**src/verilog/clock_ctrl_cfg.svh**
```systemverilog
// Offsets, field positions, reset values and timing counts of the clock control block
`ifndef CLOCK_CTRL_CFG_SVH
`define CLOCK_CTRL_CFG_SVH

// ****************************************
// Register word indices (byte address = 4 x index)
// ****************************************
`define IDX_FAST_PRESCALE 16'h701A
`define IDX_SLOW_PRESCALE 16'h701B
`define IDX_CLK_GATING 16'h701C
`define IDX_LOW_POWER_A 16'h701E
`define IDX_LOW_POWER_B 16'h701F
`define IDX_RATIO 16'h7021
`define IDX_STATUS 16'h7022
`define IDX_WD_COUNT 16'h7023
`define IDX_WD_KEY 16'h7025
`define IDX_WD_CONTROL 16'h7029

// ****************************************
// Fields and reset values
// ****************************************
`define REG_RESET 16'h0000
`define RATIO_RESET 4'h0
`define RATIO_MSB 3
`define RATIO_LSB 0
`define RATIO_BYPASS_MAX 4'h1
`define WD_KEY_FIRST 16'h0055
`define WD_KEY_SECOND 16'h00AA
`define WD_DISABLE_BIT 6
`define WD_COUNT_MAX 8'hFF
`define STAT_LOCKED_BIT 0
`define STAT_LOST_BIT 1
`define STAT_PLLOFF_BIT 2
`define STAT_LIMP_BIT 3

// ****************************************
// Timing
// ****************************************
`define CLK_PERIOD_NS 4
`define LOSS_TIME_NS 1000
`define LOSS_CYCLES ((`LOSS_TIME_NS + `CLK_PERIOD_NS - 1) / `CLK_PERIOD_NS)
`define LIMP_PERIOD_NS 500
`define LIMP_CYCLES (`LIMP_PERIOD_NS / `CLK_PERIOD_NS)
`define LOCK_INPUT_CYCLES 131072

`endif

```
**src/verilog/clock_ctrl_pkg.sv**
```systemverilog
// Types shared by the clock control block
package clock_ctrl_pkg;

    // Clock source selection state
    typedef enum logic [2:0] {
        ST_BYPASS = 3'b000,
        ST_PLLOFF = 3'b001,
        ST_LOCKING = 3'b010,
        ST_RUN = 3'b011,
        ST_LIMP = 3'b100
    } clk_state_t;

    typedef logic [15:0] word_t; // One 16-bit register word

endpackage : clock_ctrl_pkg

```
**src/verilog/rate_multiplier.sv**
```systemverilog
// Fractional tick generator giving n/2 ticks per input clock period
`timescale 1ns/1ns
`include "clock_ctrl_cfg.svh"
module rate_multiplier (
    input wire logic mclk, // System clock
    input wire logic reset_n, // Synchronous reset, active low
    input wire logic ce, // Clock enable
    input wire logic in_edge, // One-cycle pulse per input clock rising edge
    input wire logic [3:0] mult, // Multiplication factor n
    output logic tick // One-cycle pulse per system clock period
);
    logic [15:0] count_q; // Cycles since the last input edge
    logic [15:0] period_q; // Last measured input period
    logic [20:0] acc_q; // Phase accumulator
    logic [20:0] limit; // Two input periods, the wrap point
    logic [20:0] acc_sum; // Accumulator plus step

    assign limit = {4'h0, period_q, 1'b0};
    assign acc_sum = acc_q + {17'h00000, mult};

    // ****************************************
    // Period measurement
    // ****************************************
    // Count saturates, but a very slow input then wraps the measure to zero, which stops the ticks
    always_ff @(posedge mclk) begin
        if (!reset_n) begin
            count_q <= 16'h0000;
            period_q <= 16'h0000;
        end else if (ce) begin
            if (in_edge) begin
                period_q <= count_q + 16'h0001;
                count_q <= 16'h0000;
            end else if (count_q != 16'hFFFF) begin
                count_q <= count_q + 16'h0001;
            end
        end
    end

    // ****************************************
    // Accumulator
    // ****************************************
    // Adding n per cycle and wrapping at 2 x period gives n/2 ticks per period;
    // one tick per mclk at most, so n/2 x input must stay below mclk
    always_ff @(posedge mclk) begin
        if (!reset_n) begin
            acc_q <= 21'h000000;
            tick <= 1'b0;
        end else if (ce) begin
            if (period_q != 16'h0000 && acc_sum >= limit) begin
                acc_q <= acc_sum - limit;
                tick <= 1'b1;
            end else begin
                acc_q <= (period_q == 16'h0000) ? 21'h000000 : acc_sum;
                tick <= 1'b0;
            end
        end
    end
endmodule : rate_multiplier

```
**src/verilog/clock_control.sv**
```systemverilog
// Clock ratio, limp clock and protected system-control register block
`timescale 1ns/1ns
`include "clock_ctrl_cfg.svh"
module clock_control #(
    parameter int LOCK_CYCLES = `LOCK_INPUT_CYCLES // Input edges to PLL lock
) (
    input wire logic mclk, // System clock, 250 MHz
    input wire logic reset_n, // External reset pin, synchronous, active low
    input wire logic debug_reset_n, // Debugger reset, active low
    input wire logic ce, // Clock enable, freezes all state when low
    input wire logic input_clock, // Crystal or oscillator clock pin
    input wire logic pll_disable_pin_n, // Strap: low at reset disables the PLL
    input wire logic protected_access_unlock, // Protected register access open
    input wire logic psel, // APB select
    input wire logic penable, // APB enable
    input wire logic pwrite, // APB direction
    input wire logic [17:0] paddr, // APB byte address
    input wire logic [31:0] pwdata, // APB write data
    output logic [31:0] prdata, // APB read data
    output logic pready, // APB ready
    output logic pslverr, // APB error
    output logic system_clock_tick, // One pulse per system clock period
    output logic watchdog_wake_irq, // Pulse when the watchdog count wraps
    output logic input_lost, // Input clock lost
    output logic limp_active // Limp clock in use
);
    import clock_ctrl_pkg::*;

    // ****************************************
    // Declarations
    // ****************************************
    logic in_s1_q, in_s2_q, in_s3_q; // Input clock synchroniser and edge stage
    logic dis_s1_q, dis_s2_q; // Strap synchroniser
    logic in_edge; // Input clock rising edge
    logic [8:0] loss_cnt_q; // Cycles without an input edge
    logic strap_off_q; // PLL disabled by strap
    clk_state_t state_q; // Clock source state
    logic [17:0] lock_cnt_q; // Input edges since ratio write
    logic [3:0] ratio_q; // Multiplication code
    word_t fast_pre_q, slow_pre_q, gating_q, lpa_q, lpb_q; // Storage-only registers
    word_t wd_key_q, wd_ctrl_q; // Watchdog key and control
    logic [7:0] wd_cnt_q; // Watchdog counter
    logic key_armed_q; // First key value seen
    logic half_q; // Divide-by-two phase
    logic [6:0] limp_cnt_q; // Limp clock divider
    logic mult_tick; // Tick from the multiplier
    logic tick_d; // Next system clock tick
    logic [15:0] idx; // Word index of the access
    logic mapped; // Index hits a register
    logic setup; // APB setup cycle
    logic wr_ok; // Write accepted this cycle
    word_t rd_word; // Read mux output
    word_t status_word; // Status register view

    assign idx = paddr[17:2];
    assign setup = psel && !penable;
    // Writes take effect at the access edge only while unlocked
    assign wr_ok = psel && penable && pwrite && protected_access_unlock;
    assign pready = 1'b1;

    // ****************************************
    // Input pin synchronisers
    // ****************************************
    // Third stage only forms the edge; the first stage feeds nothing else
    always_ff @(posedge mclk) begin
        if (!reset_n) begin
            in_s1_q <= 1'b0;
            in_s2_q <= 1'b0;
            in_s3_q <= 1'b0;
        end else if (ce) begin
            in_s1_q <= input_clock;
            in_s2_q <= in_s1_q;
            in_s3_q <= in_s2_q;
        end
    end
    assign in_edge = in_s2_q && !in_s3_q;

    // Strap synchroniser keeps running through reset; held in reset it could never see the strap
    always_ff @(posedge mclk) begin
        if (ce) begin
            dis_s1_q <= pll_disable_pin_n;
            dis_s2_q <= dis_s1_q;
        end
    end

    // ****************************************
    // Input clock loss detector
    // ****************************************
    // Loss is a timeout on edges; the bound sets the slowest legal input
    always_ff @(posedge mclk) begin
        if (!reset_n) begin
            loss_cnt_q <= 9'h000;
            input_lost <= 1'b0;
        end else if (ce) begin
            if (in_edge) begin
                loss_cnt_q <= 9'h000;
                input_lost <= 1'b0;
            end else if (loss_cnt_q == 9'(`LOSS_CYCLES - 1)) begin
                input_lost <= 1'b1;
            end else begin
                loss_cnt_q <= loss_cnt_q + 9'h001;
            end
        end
    end

    // ****************************************
    // Strap capture
    // ****************************************
    // Sampled while reset is held, so the strap only counts during reset
    always_ff @(posedge mclk) begin
        if (ce && !reset_n) begin
            strap_off_q <= !dis_s2_q;
        end
    end

    // ****************************************
    // Ratio register
    // ****************************************
    // Only the pin reset clears it; a debugger reset keeps the clock rate
    always_ff @(posedge mclk) begin
        if (!reset_n) begin
            ratio_q <= `RATIO_RESET;
        end else if (ce && wr_ok && idx == `IDX_RATIO) begin
            ratio_q <= pwdata[`RATIO_MSB:`RATIO_LSB];
        end
    end

    // ****************************************
    // Storage-only registers and watchdog control
    // ****************************************
    always_ff @(posedge mclk) begin
        if (!reset_n || !debug_reset_n) begin
            fast_pre_q <= `REG_RESET;
            slow_pre_q <= `REG_RESET;
            gating_q <= `REG_RESET;
            lpa_q <= `REG_RESET;
            lpb_q <= `REG_RESET;
            wd_ctrl_q <= `REG_RESET;
        end else if (ce && wr_ok) begin
            case (idx)
                `IDX_FAST_PRESCALE: fast_pre_q <= pwdata[15:0];
                `IDX_SLOW_PRESCALE: slow_pre_q <= pwdata[15:0];
                `IDX_CLK_GATING: gating_q <= pwdata[15:0];
                `IDX_LOW_POWER_A: lpa_q <= pwdata[15:0];
                `IDX_LOW_POWER_B: lpb_q <= pwdata[15:0];
                `IDX_WD_CONTROL: wd_ctrl_q <= pwdata[15:0];
                default: begin
                end
            endcase
        end
    end

    // ****************************************
    // Clock source state machine
    // ****************************************
    // A new ratio above 1 relocks unless the strap holds PLL off; limp needs a non-zero code first
    always_ff @(posedge mclk) begin
        if (!reset_n) begin
            state_q <= ST_BYPASS;
            lock_cnt_q <= 18'h00000;
        end else if (ce) begin
            case (state_q)
                ST_PLLOFF: begin
                    state_q <= ST_PLLOFF;
                end
                ST_BYPASS: begin
                    if (strap_off_q) begin
                        state_q <= ST_PLLOFF;
                    end else if (input_lost && ratio_q != 4'h0) begin
                        state_q <= ST_LIMP;
                    end else if (ratio_q > `RATIO_BYPASS_MAX) begin
                        state_q <= ST_LOCKING;
                        lock_cnt_q <= 18'h00000;
                    end
                end
                ST_LOCKING, ST_RUN: begin
                    if (input_lost && ratio_q != 4'h0) begin
                        state_q <= ST_LIMP;
                    end else if (wr_ok && idx == `IDX_RATIO) begin
                        state_q <= ST_BYPASS;
                    end else if (state_q == ST_LOCKING && in_edge) begin
                        if (lock_cnt_q == 18'(LOCK_CYCLES - 1)) begin
                            state_q <= ST_RUN;
                        end
                        lock_cnt_q <= lock_cnt_q + 18'h00001;
                    end
                end
                ST_LIMP: begin
                    if (!input_lost) begin
                        state_q <= ST_BYPASS;
                    end
                end
                default: begin
                    state_q <= ST_BYPASS;
                end
            endcase
        end
    end

    // ****************************************
    // System clock tick generation
    // ****************************************
    rate_multiplier rate_multiplier_inst (
        .mclk(mclk),
        .reset_n(reset_n),
        .ce(ce),
        .in_edge(in_edge),
        .mult(ratio_q),
        .tick(mult_tick)
    );

    // Divider and limp oscillator run always, so switching needs no restart
    always_ff @(posedge mclk) begin
        if (!reset_n) begin
            half_q <= 1'b0;
            limp_cnt_q <= 7'h00;
        end else if (ce) begin
            if (in_edge) begin
                half_q <= !half_q;
            end
            limp_cnt_q <= (limp_cnt_q == 7'(`LIMP_CYCLES - 1)) ? 7'h00 : limp_cnt_q + 7'h01;
        end
    end

    // Source select; while locking the output stays at input/2
    always_comb begin
        case (state_q)
            ST_PLLOFF: tick_d = in_edge;
            ST_BYPASS, ST_LOCKING: tick_d = in_edge && half_q;
            ST_RUN: tick_d = mult_tick;
            ST_LIMP: tick_d = (limp_cnt_q == 7'h00);
            default: tick_d = 1'b0;
        endcase
    end

    always_ff @(posedge mclk) begin
        if (!reset_n) begin
            system_clock_tick <= 1'b0;
            limp_active <= 1'b0;
        end else if (ce) begin
            system_clock_tick <= tick_d;
            limp_active <= (state_q == ST_LIMP);
        end
    end

    // ****************************************
    // Watchdog counter and key
    // ****************************************
    // Counts input edges only, so it stalls on loss and software can see it
    always_ff @(posedge mclk) begin
        if (!reset_n || !debug_reset_n) begin
            wd_cnt_q <= 8'h00;
            wd_key_q <= `REG_RESET;
            key_armed_q <= 1'b0;
            watchdog_wake_irq <= 1'b0;
        end else if (ce) begin
            watchdog_wake_irq <= 1'b0;
            if (wr_ok && idx == `IDX_WD_KEY) begin
                wd_key_q <= pwdata[15:0];
                key_armed_q <= (pwdata[15:0] == `WD_KEY_FIRST);
            end
            if (wr_ok && idx == `IDX_WD_KEY && key_armed_q && pwdata[15:0] == `WD_KEY_SECOND) begin
                wd_cnt_q <= 8'h00;
            end else if (in_edge && !input_lost && !wd_ctrl_q[`WD_DISABLE_BIT]) begin
                wd_cnt_q <= wd_cnt_q + 8'h01;
                watchdog_wake_irq <= (wd_cnt_q == `WD_COUNT_MAX);
            end
        end
    end

    // ****************************************
    // APB read path
    // ****************************************
    always_comb begin
        status_word = 16'h0000;
        status_word[`STAT_LOCKED_BIT] = (state_q == ST_RUN);
        status_word[`STAT_LOST_BIT] = input_lost;
        status_word[`STAT_PLLOFF_BIT] = strap_off_q;
        status_word[`STAT_LIMP_BIT] = limp_active;
    end

    always_comb begin
        mapped = 1'b1;
        case (idx)
            `IDX_FAST_PRESCALE: rd_word = fast_pre_q;
            `IDX_SLOW_PRESCALE: rd_word = slow_pre_q;
            `IDX_CLK_GATING: rd_word = gating_q;
            `IDX_LOW_POWER_A: rd_word = lpa_q;
            `IDX_LOW_POWER_B: rd_word = lpb_q;
            `IDX_RATIO: rd_word = {12'h000, ratio_q};
            `IDX_STATUS: rd_word = status_word;
            `IDX_WD_COUNT: rd_word = {8'h00, wd_cnt_q};
            `IDX_WD_KEY: rd_word = wd_key_q;
            `IDX_WD_CONTROL: rd_word = wd_ctrl_q;
            default: begin
                rd_word = 16'h0000;
                mapped = 1'b0;
            end
        endcase
    end

    // Captured in setup; a locked read returns zero rather than an error
    always_ff @(posedge mclk) begin
        if (!reset_n) begin
            prdata <= 32'h00000000;
            pslverr <= 1'b0;
        end else if (ce && setup) begin
            prdata <= (protected_access_unlock && !pwrite) ? {16'h0000, rd_word} : 32'h00000000;
            pslverr <= !mapped;
        end
    end

    // ****************************************
    // Assertions
    // ****************************************
    locked_write_a: assert property (@(posedge mclk) disable iff (!reset_n)
        (ce && psel && penable && pwrite && !protected_access_unlock && debug_reset_n)
        |=> ($stable(ratio_q) && $stable(wd_ctrl_q)))
        else $error("locked write changed a register");
    ratio_upper_a: assert property (@(posedge mclk) disable iff (!reset_n)
        (ce && setup && idx == `IDX_RATIO && !pwrite) |=> (prdata[31:4] == 28'h0000000))
        else $error("ratio upper bits not zero");
    unmapped_err_a: assert property (@(posedge mclk) disable iff (!reset_n)
        (ce && setup && idx == 16'h701D) |=> pslverr)
        else $error("unmapped index gave no error");
    wd_freeze_a: assert property (@(posedge mclk) disable iff (!reset_n || !debug_reset_n)
        (input_lost && !(wr_ok && idx == `IDX_WD_KEY)) |=> $stable(wd_cnt_q))
        else $error("watchdog advanced while input lost");
    wd_advance_a: assert property (@(posedge mclk) disable iff (!reset_n || !debug_reset_n)
        (ce && in_edge && !input_lost && !wd_ctrl_q[`WD_DISABLE_BIT] && !wr_ok)
        |=> (wd_cnt_q == $past(wd_cnt_q) + 8'h01))
        else $error("watchdog did not advance");
    debug_keeps_a: assert property (@(posedge mclk) disable iff (!reset_n)
        (!debug_reset_n && !wr_ok) |=> $stable(ratio_q))
        else $error("debug reset changed ratio");
    limp_entry_a: assert property (@(posedge mclk) disable iff (!reset_n)
        (ce && input_lost && ratio_q != 4'h0 && (state_q == ST_RUN || state_q == ST_LOCKING))
        |=> (state_q == ST_LIMP) ##1 limp_active)
        else $error("limp clock not entered");
    limp_needs_ratio_a: assert property (@(posedge mclk) disable iff (!reset_n)
        (state_q != ST_LIMP && ratio_q == 4'h0) |=> (state_q != ST_LIMP))
        else $error("limp entered with zero ratio");
    lock_time_a: assert property (@(posedge mclk) disable iff (!reset_n)
        (state_q == ST_LOCKING && $past(state_q) != ST_LOCKING)
        |=> (state_q != ST_RUN) [*3])
        else $error("PLL reported locked too early");
    plloff_tick_a: assert property (@(posedge mclk) disable iff (!reset_n)
        (ce && state_q == ST_PLLOFF) |=> (system_clock_tick == $past(in_edge)))
        else $error("disabled PLL did not pass input through");
    bypass_half_a: assert property (@(posedge mclk) disable iff (!reset_n)
        (ce && state_q == ST_BYPASS && in_edge && !half_q) |=> !system_clock_tick)
        else $error("bypass did not divide by two");
endmodule : clock_control

```
**config.mk**
```make
export PLATFORM = sky130hd
export DESIGN_NAME = clock_control
export DESIGN_NICKNAME = d
export VERILOG_FILES = /design/src/verilog/clock_ctrl_pkg.sv /design/src/verilog/rate_multiplier.sv /design/src/verilog/clock_control.sv
export VERILOG_INCLUDE_DIRS = /design/src /design/src/verilog
export SDC_FILE = /design/constraint.sdc
export NUM_CORES = 1
export LEC_CHECK = 0
export BUFFER_PORTS_ARGS = -buffer_cell sky130_fd_sc_hd__buf_2
export CORE_MARGIN = 3
export CORE_UTILIZATION = 55
export DETAILED_ROUTE_END_ITERATION = 6
export GPL_TIMING_DRIVEN = 0
export HOLD_SLACK_MARGIN = 0.08
export PLACE_DENSITY = 0.78
export SETUP_SLACK_MARGIN = 0.1
export SYNTH_ARGS = -nofsm -noshare
export SYNTH_HDL_FRONTEND = slang
export SYNTH_SLANG_ARGS = --single-unit
```
**constraint.sdc**
```tcl
create_clock -name mclk -period 4 [get_ports mclk]
set_input_delay 0.2 -clock mclk [delete_from_list [all_inputs] [get_ports mclk]]
set_output_delay 0.2 -clock mclk [all_outputs]
set_load 0.05 [all_outputs]
```
==> results by stage, run 1 <==
Run status:
- The run finished, with violations left.
- The checks that failed: DRC, setup timing.

Detailed routing:
- The number of detailed-routing iterations run before antenna repair is 7.
- The count of vias placed by the detailed router is 12417.
- The via density per instance is 6.14.
- The wire length after detailed routing is 38500 um.
- Once detail routing completed, the nets flagged for antenna violations numbered 0.
- After detailed routing, the average wire length per cell comes to 19.1 um.
- After detailed routing, the number of remaining DRC violations is 1.
- After the first detailed-routing iteration, the DRC count stood at 1450.

Floorplan:
- Once the floorplan was initialized, standard cells occupied 56.6% of the core.
- The horizontal extent of the die is 157 um.
- The floorplan step defined a die boundary enclosing 24500 um2.
- The total area inside the core boundary comes to 22000 um2.
- In this run the core area contains 54 standard-cell rows.
- The die is 157 um tall.
- For this design the top-level I/O count stands at 98.

Timing:
- The minimum setup slack in the final design is -0.291 ns.
- Hold is met by 0.111 ns.
- The max-slew violation count was 0.
- The number of hold-slack violations in the final timing report was 0.
- The worst slew margin relative to its limit is 44.6%.
- The transition time of the tightest slew-check pin is 0.828 ns.
- The top achievable clock speed is 233 MHz.
- Of the available clock period, the critical path in the final layout requires 107%.
- After layout, the minimum clock period comes to 4.29 ns.
- Setup repair after global routing could not meet its margin everywhere.
- Setup violations remaining at the end of the flow were counted as 19.
- The largest clock skew in the final design is 0.0150 ns.

CTS:
- Clock-pin slew was measured on the worst setup and hold paths at 0.07 ns.
- The deepest level of the CTS H-tree is 1.
- The clock drives 244 sinks.
- CTS placed an instance of clkbuf_16 at the clock tree root.
- Counting the buffers created by CTS gives 27.
- The clock passes through at most 3 buffers.
- The clock tree from TritonCTS is done.
- The clock insertion delay at the later pin of the skew report is 0.54 ns.

Critical path:
- The signal on the critical path passes through ha_4 -> inv_2 -> fa_2 -> nor2b_4 -> o31a_1 -> buf_6 -> nand2_4 -> nor2_4 -> xor2_2 -> ha_4 -> nand4_1 -> buf_4 -> nor2_4 -> o311a_1 -> o221ai_4 -> a211oi_2 -> buf_4 -> o41ai_2 -> a41o_1 -> a21o_1.
- Counting cells, the worst reg-to-reg path comes to 20.
- The maximum fanout count along the critical path is 5.
- The slowest stage of the critical path is the fa_2 cell.
- The beginning of the worst register-to-register path is rate_multiplier_inst.acc_q[0].
- The arrival time at the worst endpoint is 4.73 ns.
- The worst endpoint required time is 4.44 ns.
- The setup slack on the worst flop-to-flop path is -0.29 ns.
- The setup path with the least slack is of type flip-flop to flip-flop.
- The element type at the critical path start is a flip-flop.
- The biggest cell delay along the critical path is 0.37 ns.
- The kind of end point of the critical path is a flip-flop.
- The endpoint of the lowest-slack register-to-register path is rate_multiplier_inst.acc_q[18].

Synthesis:
- Synthesis produced a netlist whose cell count is 1570.
- Summed over its instances, the top area cell type makes up 38.7% of the synthesized netlist area.
- The number of different library cells used by synthesis comes to 81.
- The fraction of registers with async set/reset is 0%.
- The warning count from the yosys run is 0.
- The combinational family with the most area after synthesis is simple AND/OR/NAND/NOR gates.
- Synthesis inferred 244 register bits.
- The portion of synthesized area spent on multiplexers is 4.36%.
- Yosys mapped a number of flops with a built-in enable equal to 3.
- By count the netlist is led by 300 x nand2_1, 241 x dfxtp_1, 206 x a21oi_1.
- The synthesized-area fraction occupied by xor and xnor cells is 4.85%.
- The largest area contributor in the synthesized netlist is dfxtp_1.
- The average instance in the mapped netlist occupies 7.94 um2.
- The most frequently used flop master after synthesis is dfxtp_1.
- The synthesized netlist devotes 3.03% of its cell area to adder and majority cells.
- The mapped netlist covers 12500 um2.
- The sequential cell area fraction in the yosys report is 39.4%.
- In the post-synthesis netlist, the cell with the most instances is nand2_1.
- The synthesized-area fraction occupied by and/or/nand/nor cells is 24.0%.
- Sorting the synthesized cells by area gives the leading types as dfxtp_1 39%, nand2_1 9.0%, a21oi_1 8.3%, nor2_1 4.2%, xnor2_1 3.0%.
- The area fraction in compound gates after synthesis is 18.5%.

Global routing:
- Global routing finished with a remaining overflow of 0.
- The all-layer global routing usage is 29.4%.
- Entering global routing, the biggest net connects 14 pins.
- The number of global-route vias before repair came to 11471.
- The global-route wire length before repair is 59100 um.
- The initial antenna violation count was 0.

Power:
- The internal portion of total power is 5.30 mW.
- Net switching is 31.9% of the power.
- For this design the ratio of total power to cell area is 519 nW/um2.
- In this run, the combinational gates consume 34.5% of the power.
- The part of the power in registers is 32.9%.
- For this design the static power due to leakage is 5.31 nW.
- The part of the total power dissipated in the clock network is 32.7%.
- The net load switching power is 2.49 mW.
- The largest voltage drop on the vdd net is 0.347 mV.

Placement:
- Once placement completed, the tool counted placed cells totaling 1908.
- Detailed placement ended at an HPWL of 25200 um.
- At the end of routability-driven placement, the weighted congestion stood at 0.945.
- The count of buffers added on input and output ports is 43.
- Timing analysis after detailed placement gives a worst setup slack of -0.636 ns.

Final layout:
- The final layout contains 1813 nets.
- The multi-input gate area in the final layout is 7330 um2.
- Relative to the synthesized area, the layout overhead comes to 20.5%.
- The number of antenna diodes in the final layout is 0.
- Across the whole layout, storage elements account for 4930 um2.
- The filler cells instantiated in the layout total 1751.
- The number of standard cells in the layout, taps in and fillers out is 2022.
- Cells fill 68.2% of the core in the end.
- Cells with a size suffix above 1 make up 15.8% of the layout.

Min path:
- The number of cells on the worst hold path is 3.
- The startpoint of the most critical hold path is pwdata[4].
- The path with the worst hold slack has its endpoint at wd_ctrl_q[4].
- The min-delay analysis places its worst path in the category primary input to flip-flop.

Flow run:
- The tool flagged a number of max-cap violations equal to 0.
==> logic make-up after synthesis <==
family / Yosys count
xor gates and xnor gates: 69
and+or+nand+nor: 640
other: 2
muxes: 40
DFF: 244
adders and majority gates: 29
buffers and inverters: 162
AOI/OAI and AO/OA: 384
==> how the worst max path moves through the flow <==
stage,startpoint,end,slack (ns),cells after the start
floorplan,ratio_q[0],rate_multiplier_inst.acc_q[18],0.08,17
global route,rate_multiplier_inst.acc_q[0],rate_multiplier_inst.acc_q[20],-0.38,19
global placement,ratio_q[0],rate_multiplier_inst.acc_q[4],-0.57,17
CTS,ratio_q[0],rate_multiplier_inst.acc_q[18],0.007,18
finish,rate_multiplier_inst.acc_q[0],rate_multiplier_inst.acc_q[18],-0.29,20
detailed placement,ratio_q[0],rate_multiplier_inst.acc_q[20],-0.64,17
==> stage by stage <==
stage | power (mW) | setup TNS, ns | cell area, um2
floorplan | 3.85 | 0 | 12500
global placement | 4.15 | -10.35 | 13100
detailed placement | 4.19 | -11.56 | 13100
CTS | 7.22 | 0 | 14800
global route | 8.00 | -4.20 | 15000
finish | 7.79 | -2.65 | 15000
==> layout make-up <==
cell class                      count  share of cell area (%)
Buffer                            121                    3.82
Clock buffer                       37                    5.29
Inverter                           41                    1.03
Sequential cell                   244                    32.8
Tap cell                          280                    2.33
Clock inverter                     10                   0.767
Multi-Input combinational cell   1180                    48.8
Timing Repair Buffer              109                    5.12
==> power groups by stage <==
| stage | registers [mW] | logic (mW) | clock network [mW] |
|---|---|---|---|
| after detailed placement | 2.60 | 1.59 | 0 |
| after floorplan | 2.59 | 1.27 | 0 |
| final | 2.56 | 2.68 | 2.54 |
| after global placement | 2.60 | 1.55 | 0 |
| after CTS | 2.55 | 2.12 | 2.55 |
| after global routing | 2.56 | 2.79 | 2.64 |
==> per-layer routing <==
metal | up-vias | GRT usage (%) | part of all wire (%)
met3 | 121 | 4.65 | 9.5
met1 | 5809 | 40.4 | 41
li1 | 5788 | - | -
met5 | - | 0 | 0
met2 | 699 | 48.5 | 46
met4 | 0 | 7.96 | 3.2
==> registers in the layout, indices dropped and copies added (netlist names), 9 cells and up <==
name                           flops
wd_ctrl_q                         16
wd_key_q                          16
lock_cnt_q                        18
prdata                            16
fast_pre_q                        16
lpa_q                             16
lpb_q                             16
gating_q                          16
loss_cnt_q                         9
rate_multiplier_inst.period_q     16
rate_multiplier_inst.acc_q        21
rate_multiplier_inst.count_q      16
slow_pre_q                        16
==> worst max-delay path, delay by kind of cell (launching register included) <==
kind / cells / cell delay (ns)
DFF: 1 / 0.35
xor gates and xnor gates: 1 / 0.23
AOI/OAI and AO/OA: 7 / 1.56
and+or+nand+nor: 5 / 0.73
adders and majority gates: 3 / 0.71
buffers and inverters: 4 / 0.62
==> layout by cell type, fill, tap and decap left out, drive strengths merged, types with 9 or more instances in the layout <==
| cell | n |
|---|---|
| conb | 17 |
| nand3b | 10 |
| nor4 | 15 |
| xnor2 | 42 |
| nor2 | 141 |
| xor2 | 27 |
| a222oi | 11 |
| inv | 41 |
| ha | 27 |
| a2bb2oi | 10 |
| nand4 | 18 |
| buf | 145 |
| clkbuf | 111 |
| dlygate4sd3 | 11 |
| and3 | 25 |
| nor3 | 18 |
| a22oi | 13 |
| dfxtp | 241 |
| and2 | 12 |
| mux4 | 11 |
| or3 | 19 |
| nand2 | 301 |
| mux2i | 25 |
| a21oi | 206 |
| nand3 | 36 |
| a31oi | 15 |
| a211oi | 9 |
| a21o | 10 |
| o21ai | 59 |
==> repair_timing <==
item / 4_1_cts / 5_1_grt
resized for setup: 60 / 34
pin swaps: 35 / 21
setup buffers: 45 / 9
hold endpoints to repair: 60 / 0
cloned: 2 / 0
hold buffers: 11 / 0
endpoints found under the setup margin: 21 / 21
(Power assumes the default switching activity.)
==> inputs of run 2 (changes only) <==
--- a/config.mk
+++ b/config.mk
@@ -12,7 +12,7 @@
 export DETAILED_ROUTE_END_ITERATION = 6
 export GPL_TIMING_DRIVEN = 0
 export HOLD_SLACK_MARGIN = 0.08
-export PLACE_DENSITY = 0.78
+export PLACE_DENSITY_LB_ADDON = 0.1
 export SETUP_SLACK_MARGIN = 0.1
 export SYNTH_ARGS = -nofsm -noshare
 export SYNTH_HDL_FRONTEND = slang
==> run 2 against run 1 <==
The flow finishes with violations (setup timing). Sequential cell count unchanged. Register-to-register slack gained 0.08 ns. Utilization shrank 0.39 points. Non-clock buffer count is 14 lower. Clock skew down 0.0032 ns. Worst setup slack improved by 0.076 ns. Global-route usage rose by 0.14 points. Cell count down 0.74%. Final area decreased by 0.57%. First-iteration DRC count shrank 3.0%. Count of clock-buffer cells in the layout shrank 1. Highest routed layer unchanged.
==> results by stage, run 2 (synthesis gave the netlist of run 1 again) <==
Run status:
- The flow ran to the end, but the final reports show violations.
- The final reports fail on setup timing.

Floorplan:
- The initial core utilization is 56.6% (unchanged).
- The vertical extent of the die was 157 um (unchanged).
- The number of rows created at floorplan was 54 (unchanged).
- The die outline area is 24500 um2 (unchanged).
- The core box area is 22000 um2 (unchanged).
- The horizontal extent of the die is 157 um (unchanged).
- The I/O pin count is 98 (unchanged).

CTS:
- The deepest level of the CTS H-tree was 1 (unchanged).
- The CTS sink count is 244 (unchanged).
- The clock tree from TritonCTS is done.
- The buffer depth of the longest clock path is 3 (unchanged).
- The clock insertion delay at the later pin of the skew report is 0.54 ns (about the same).
- The CTS buffer count is 27 (unchanged).
- The clock-pin slew reported for the worst setup and hold paths after clock tree synthesis is 0.06 ns (about the same).
- The library cell used as clock root buffer is clkbuf_16.

Final layout:
- The sequential cell area in the final layout is 4930 um2 (+0.10%).
- The largest registers in the layout are rate_multiplier_inst.acc_q: 21 flops, lock_cnt_q: 18 flops.
- In the layout the commonest cells are 298 x nand2_1, 234 x dfxtp_1, 204 x a21oi_1.
- The number of inserted filler cells in the final layout is 1842 (+5.2%).
- The flip-flop count of the largest register, all copies and words added was 21 (unchanged).
- The commonest non-fill, non-tap cell in the layout is nand2_1.
- The post-layout net count is 1798 (-0.83%).
- The multi-input gate area in the final layout came to 7270 um2 (-0.92%).
- More flip-flops sit in one register than any other, and that register is rate_multiplier_inst.acc_q.
- The growth of design area from synthesis to finish is 19.8%.
- The design area came to 14900 um2 (-0.57%).
- The fraction of final layout cells with drive strength greater than 1 came to 14.8% (-1.1 points).
- The antenna diode count was 0 (unchanged).

Power:
- The combinational power share is 33.1% (-1.4 points).
- The part of the power in registers is 32.2% (-0.7 points).
- The part of the total power dissipated in the clock network is 34.7% (+2.0 points).
- The internal portion of total power was 5.57 mW (+5.1%).
- The leakage power figure was 5.24 nW (-1.2%).
- The power per cell area came to 531 nW/um2 (+2.4%).
- The largest voltage drop on the vdd net was 0.338 mV (-2.5%).
- The switching power share of the total is 29.7% (-2.2 points).
- The net load switching power was 2.36 mW (-5.2%).

Timing:
- The transition time of the tightest slew-check pin was 0.811 ns (-0.0174 ns).
- The max-slew violation count is 0 (unchanged).
- The minimum setup slack in the final design was -0.215 ns (+0.0761 ns).
- The worst slew margin relative to its limit is 45.2% (+0.66 points).
- Setup repair after global routing could not meet its margin everywhere.
- The number of hold-slack violations in the final timing report is 0 (unchanged).
- The largest clock skew in the final design is 0.0118 ns (-0.00319 ns).
- The ratio of final minimum period to clock period came to 105% (-1.9 points).
- The final critical path time including I/O delays and setup is 4.22 ns (-0.0761 ns).
- The final count of negative-setup-slack endpoints is 20 (+1).
- The top achievable clock speed was 237 MHz (+1.8%).

Critical path:
- The category of the critical setup timing path is flip-flop to flip-flop.
- The arrival time at the worst endpoint is 4.62 ns (-0.11 ns).
- The worst endpoint required time came to 4.40 ns (-0.04 ns).
- The maximum fanout count along the critical path came to 8 (+3).
- The worst setup path is captured at a flip-flop.
- The setup slack on the worst flop-to-flop path is -0.22 ns (+0.08 ns).
- The element type at the critical path start is a flip-flop.

Min path:
- The worst min-delay path category is primary input to flip-flop.

Detailed routing:
- The number of detailed-routing iterations run before antenna repair came to 6 (-1).
- The starting DRC count in detailed routing is 1407 (-3.0%).
- The via density per instance is 5.99 (-2.4%).
- The count of vias placed by the detailed router is 12023 (-3.2%).
- The number of nets with antenna violations after detailed routing is 0 (unchanged).
- The wire length after detailed routing came to 37400 um (-2.9%).
- The per-cell routed wire length is 18.6 um (-2.2%).
- The count of unresolved DRC violations after routing is 0 (-1).

Placement:
- The total cell area at the placement stage is 13100 um2 (unchanged).
- The pre-CTS worst setup slack is -0.583 ns (+0.0530 ns).
- The last weighted congestion value of the routability-driven placer is 0.947 (+0.22%).
- The count of buffers inserted at the top-level ports is 43 (unchanged).
- The sum of net half-perimeters after detailed placement is 25900 um (+2.8%).

Global routing:
- The leftover overflow at the end of global routing is 0 (unchanged).
- The pin count of the biggest net entering global routing is 14 (unchanged).
- The initial antenna violation count came to 0 (unchanged).
- The number of global-route vias before repair was 11163 (-2.7%).
- The global-route wire length before repair is 58700 um (-0.64%).
- The all-layer global routing usage is 29.6% (+0.14 points).

Flow run:
- The number of max-capacitance violations reported is 0 (unchanged).
==> run 2: cell types whose count changed in the layout (fill, tap and decap cells not counted), sizes merged <==
| cell | change |
|---|---|
| clkbuf | -1 |
| buf | -14 |
| clkinvlp | -1 |
| nor3 | -1 |
| clkinv | -2 |
| bufinv | +4 |
==> run 2: cell type report <==
cell class,count,area share (%)
Buffer,121,3.84
Clock buffer,36,5.15
Clock inverter,11,1.43
Inverter,41,1.03
Multi-Input combinational cell,1179,48.7
Sequential cell,244,33.0
Tap cell,280,2.35
Timing Repair Buffer,95,4.50
==> run 2: worst paths after layout <==
check / end / cells past startpoint / from
max: rate_multiplier_inst.acc_q[2] / 19 / rate_multiplier_inst.acc_q[0]
min: wd_key_q[7] / 3 / pwdata[7]
max reg2reg: rate_multiplier_inst.acc_q[2] / 19 / rate_multiplier_inst.acc_q[0]
min reg2reg: dis_s2_q / 0 / dis_s1_q
==> run 2: worst max-delay path, stage by stage, from the launching register on <==
cell	delay, ns
dfxtp_2	0.35
ha_4	0.14
inv_2	0.04
fa_2	0.37
nor2b_4	0.13
o31a_1	0.24
buf_6	0.15
buf_6	0.10
nand4_1	0.14
xnor2_2	0.26
ha_4	0.26
and4_4	0.18
and3_4	0.17
a221o_2	0.39
nor3_4	0.42
buf_6	0.19
buf_6	0.11
mux2i_2	0.24
a2bb2oi_2	0.17
nor2_1	0.05
==> run 2: per-stage QoR <==
stage / power, mW / TNS [ns] / util (%) / std cells / hold slack, ns
2_1_floorplan: 3.85 / 0 / - / 1585 / 0.299
3_3_place_gp: 4.17 / -8.97 / 59.5 / 1908 / 0.380
3_5_place_dp: 4.20 / -10.22 / 59.5 / 1908 / 0.380
4_1_cts: 7.57 / -0.731 / 66.7 / 1996 / 0.0888
5_1_grt: 8.20 / -4.73 / 67.8 / 2007 / 0.128
6_report: 7.93 / -2.70 / 67.8 / 2007 / 0.118
==> run 2: per-layer routing <==
layer,part of all wire (%),GRT usage (%),wire length (um)
met4,2.5,8.00,921
met5,0,0,0
met3,8.6,5.14,3200
met1,46,43.7,17100
met2,43,44.6,16100
==> run 2: timing repair <==
action / 4_1_cts / 5_1_grt
pin swaps: 29 / 15
hold buffers: 11 / 0
buffers inserted: 30 / 12
gates resized for setup: 55 / 31
endpoints found under the setup margin: 21 / 21
endpoints found under the hold margin: 60 / 0
==> run 2: power by group through the flow <==
stage	clock network, mW	logic, mW	registers (mW)
5_1_grt	2.86	2.78	2.56
2_1_floorplan	0	1.27	2.59
4_1_cts	2.77	2.25	2.55
3_5_place_dp	0	1.60	2.60
6_report	2.75	2.63	2.55
3_3_place_gp	0	1.57	2.60
==> inputs of run 3 (changes only) <==
--- a/config.mk
+++ b/config.mk
@@ -10,8 +10,8 @@
 export CORE_MARGIN = 3
 export CORE_UTILIZATION = 55
 export DETAILED_ROUTE_END_ITERATION = 6
-export GPL_TIMING_DRIVEN = 0
 export HOLD_SLACK_MARGIN = 0.08
+export MAX_ROUTING_LAYER = met4
 export PLACE_DENSITY_LB_ADDON = 0.1
 export SETUP_SLACK_MARGIN = 0.1
 export SYNTH_ARGS = -nofsm -noshare
==> run 3 against run 2 <==
The run still ends with setup timing left. Combinational power increased by 4%. Worst hold slack improved by 0.013 ns. Largest cell class unchanged. Clock skew increased by 0.0031 ns. Non-clock buffer count decreased by 54. Final area down 0.73%. Sequential share of layout area grew 0.15 points.
==> results by stage, run 3 (synthesis gave the netlist of run 1 again) <==
Run status:
- The run finished, with violations left.
- The checks that failed: setup timing.

CTS:
- The buffer depth of the longest clock path was 3 (unchanged).
- The cell sitting at the root of the clock tree is a clkbuf_16.
- The deepest level of the CTS H-tree came to 1 (unchanged).
- The CTS buffer count was 27 (unchanged).
- TritonCTS built the clock tree.
- The clock-pin slew reported for the worst setup and hold paths after clock tree synthesis is 0.06 ns (about the same).
- The CTS sink count was 244 (unchanged).
- The clock insertion delay at the later pin of the skew report is 0.54 ns (about the same).

Timing:
- The post-route worst hold slack is 0.131 ns (+0.0127 ns).
- Setup repair after global routing could not meet its margin everywhere.
- The minimum setup slack in the final design was -0.127 ns (+0.0880 ns).
- The top achievable clock speed came to 242 MHz (+2.1%).
- The final critical path time including I/O delays and setup came to 4.13 ns (-0.0880 ns).
- The max-slew violation count is 0 (unchanged).
- The ratio of final minimum period to clock period is 103% (-2.2 points).
- The largest clock skew in the final design is 0.0149 ns (+0.00308 ns).
- The number of hold-slack violations in the final timing report is 0 (unchanged).
- The worst slew margin relative to its limit is 43.4% (-1.8 points).
- The transition time of the tightest slew-check pin is 0.838 ns (+0.0268 ns).
- The final count of negative-setup-slack endpoints is 17 (-15%).

Floorplan:
- The die outline area is 24500 um2 (unchanged).
- The core box area is 22000 um2 (unchanged).
- The number of rows created at floorplan came to 54 (unchanged).
- The vertical extent of the die is 157 um (unchanged).
- The initial core utilization is 56.6% (unchanged).
- The horizontal extent of the die was 157 um (unchanged).
- The I/O pin count is 98 (unchanged).

Detailed routing:
- The number of detailed-routing iterations run before antenna repair is 7 (+1).
- The count of unresolved DRC violations after routing is 0 (unchanged).
- The via density per instance is 6.01 (+0.35%).
- The count of vias placed by the detailed router was 11746 (-2.3%).
- The wire length after detailed routing is 35700 um (-4.6%).
- The number of nets with antenna violations after detailed routing is 0 (unchanged).
- The starting DRC count in detailed routing was 1150 (-18%).
- The per-cell routed wire length came to 18.3 um (-2.0%).

Min path:
- The worst min-delay path category is primary input to flip-flop.
- The capture endpoint of the worst hold path is dis_s1_q.
- The number of cells on the worst hold path is 1 (-2).
- The worst hold path begins at ce.

Critical path:
- The arrival time at the worst endpoint was 4.56 ns (-0.06 ns).
- STA classifies the critical path endpoint as a flip-flop.
- STA classifies the critical path startpoint as a flip-flop.
- The worst endpoint required time came to 4.43 ns (+0.03 ns).
- The critical path is of the flip-flop to flip-flop type.
- The endpoint of the lowest-slack register-to-register path is rate_multiplier_inst.acc_q[18].
- The maximum fanout count along the critical path is 3 (-5).
- The setup slack on the worst flop-to-flop path is -0.13 ns (+0.09 ns).
- The cell count of the worst reg-to-reg path is 18 (-1).
- The worst register-to-register path begins at rate_multiplier_inst.acc_q[0].

Final layout:
- In the layout the commonest cells are 298 x nand2_1, 239 x dfxtp_1, 204 x a21oi_1.
- The fraction of final layout cells with drive strength greater than 1 is 16.7% (+1.9 points).
- The largest registers in the layout are rate_multiplier_inst.acc_q: 21 flops, lock_cnt_q: 18 flops.
- The number of inserted filler cells in the final layout is 1844 (+0.11%).
- The antenna diode count is 0 (unchanged).
- The flip-flop count of the largest register, all copies and words added is 21 (unchanged).
- The growth of design area from synthesis to finish is 18.9%.
- The design area came to 14800 um2 (-0.73%).
- The register with the most flip-flops is rate_multiplier_inst.acc_q.
- The library cell used most frequently in the layout, excluding fill and tap cells, is nand2_1.
- The post-layout net count came to 1744 (-3.0%).

Placement:
- The sum of net half-perimeters after detailed placement is 23300 um (-10%).
- The total cell area at the placement stage is 13100 um2 (-0.40%).
- The pre-CTS worst setup slack is -0.0804 ns (+0.503 ns).
- The count of buffers inserted at the top-level ports is 62 (+44%).
- The last weighted congestion value of the routability-driven placer is 0.915 (-3.3%).

Power:
- The internal portion of total power was 5.38 mW (-3.4%).
- The net load switching power is 2.41 mW (+2.0%).
- The leakage power figure was 5.26 nW (+0.33%).
- The part of the power in registers is 33.2% (+1.0 points).
- The total chip power is 7.79 mW (-1.8%).
- The largest voltage drop on the vdd net is 0.366 mV (+8.3%).
- The power per cell area is 525 nW/um2 (-1.1%).
- The switching power share of the total is 30.9% (+1.2 points).
- The part of the total power dissipated in the clock network is 31.6% (-3.1 points).
- The combinational power share was 35.2% (+2.1 points).

Global routing:
- The initial antenna violation count is 0 (unchanged).
- The global-route wire length before repair was 56000 um (-4.7%).
- The pin count of the biggest net entering global routing is 67 (+53).
- The leftover overflow at the end of global routing is 0 (unchanged).
- The number of global-route vias before repair is 10669 (-4.4%).
- The all-layer global routing usage is 28.8% (-0.80 points).

Flow run:
- The number of max-capacitance violations reported is 0 (unchanged).
## run 3: changes by cell type in the layout (fill, tap and decap cells not counted), moves of 3 or more
cell / previous run / this run
bufinv_16: 6 / 2
buf_1: 8 / 0
buf_6: 10 / 15
clkinv_2: 2 / 9
dfxtp_4: 3 / 0
dfxtp_1: 234 / 239
buf_4: 53 / 64
dlygate4sd3_1: 11 / 18
clkbuf_1: 76 / 3
buf_2: 59 / 62
## run 3: worst max-delay path by stage
stage | startpoint | to | slack [ns] | cells past startpoint
final | rate_multiplier_inst.acc_q[0] | rate_multiplier_inst.acc_q[18] | -0.13 | 18
after global routing | rate_multiplier_inst.acc_q[0] | rate_multiplier_inst.acc_q[12] | -0.27 | 20
after CTS | ratio_q[0] | rate_multiplier_inst.acc_q[17] | 0.01 | 17
after detailed placement | rate_multiplier_inst.acc_q[0] | rate_multiplier_inst.acc_q[20] | -0.08 | 17
after global placement | rate_multiplier_inst.acc_q[0] | rate_multiplier_inst.acc_q[18] | -0.04 | 17
after floorplan | ratio_q[0] | rate_multiplier_inst.acc_q[18] | 0.08 | 17
## run 3: critical path, stage by stage, from the launching register on
cell and delay [ns]:
dfxtp_2 0.35, ha_4 0.14, inv_2 0.03, fa_2 0.35, nor2b_2 0.13, o31a_1 0.22, buf_4 0.15, nand2_4 0.05
nor2_4 0.13, xor2_2 0.24, ha_4 0.26, nand4_1 0.19, o21bai_1 0.13, or3_4 0.35, o221ai_4 0.23, a211oi_2 0.12
or4b_4 0.54, a41o_1 0.25, a21o_1 0.15
## run 3: metrics by stage
stage               util [%]  std cells  setup TNS [ns]
floorplan                  -       1585               0
global placement        59.3       1860         -0.0796
detailed placement      59.3       1860          -0.240
CTS                     65.4       1943               0
global route            67.3       1954           -4.33
finish                  67.3       1954           -1.12
## run 3: power by group through the flow
stage               clock network, mW  logic [mW]  registers [mW]
floorplan                           0        1.27            2.59
global placement                    0        1.67            2.62
detailed placement                  0        1.69            2.62
CTS                              2.50        2.28            2.57
global route                     2.58        2.88            2.59
finish                           2.46        2.74            2.58
## run 3: per-layer routing
metal	GRT usage [%]	wire length, um	vias up
li1	-	-	5623
met3	4.56	2560	69
met4	7.46	871	0
met5	-	0	-
met2	43.6	16100	435
met1	40.3	16100	5619
## run 3: area by class of cell
class                           instances  area [um2]  area share (%)
Sequential cell                       244        4920            33.2
Inverter                               41         154            1.04
Clock inverter                         14         130           0.878
Tap cell                              280         350            2.36
Multi-Input combinational cell       1179        7330            49.4
Timing Repair Buffer                  162        1200            8.10
Clock buffer                           34         742            5.01
## run 3: what timing repair did
item / 4_1_cts / 5_1_grt
buffers inserted: 17 / 13
gates cloned: 0 / 0
endpoints found under the setup margin: 20 / 21
resized for setup: 34 / 60
pin swaps: 26 / 33
hold buffers: 18 / 0
endpoints found under the hold margin: 115 / 0
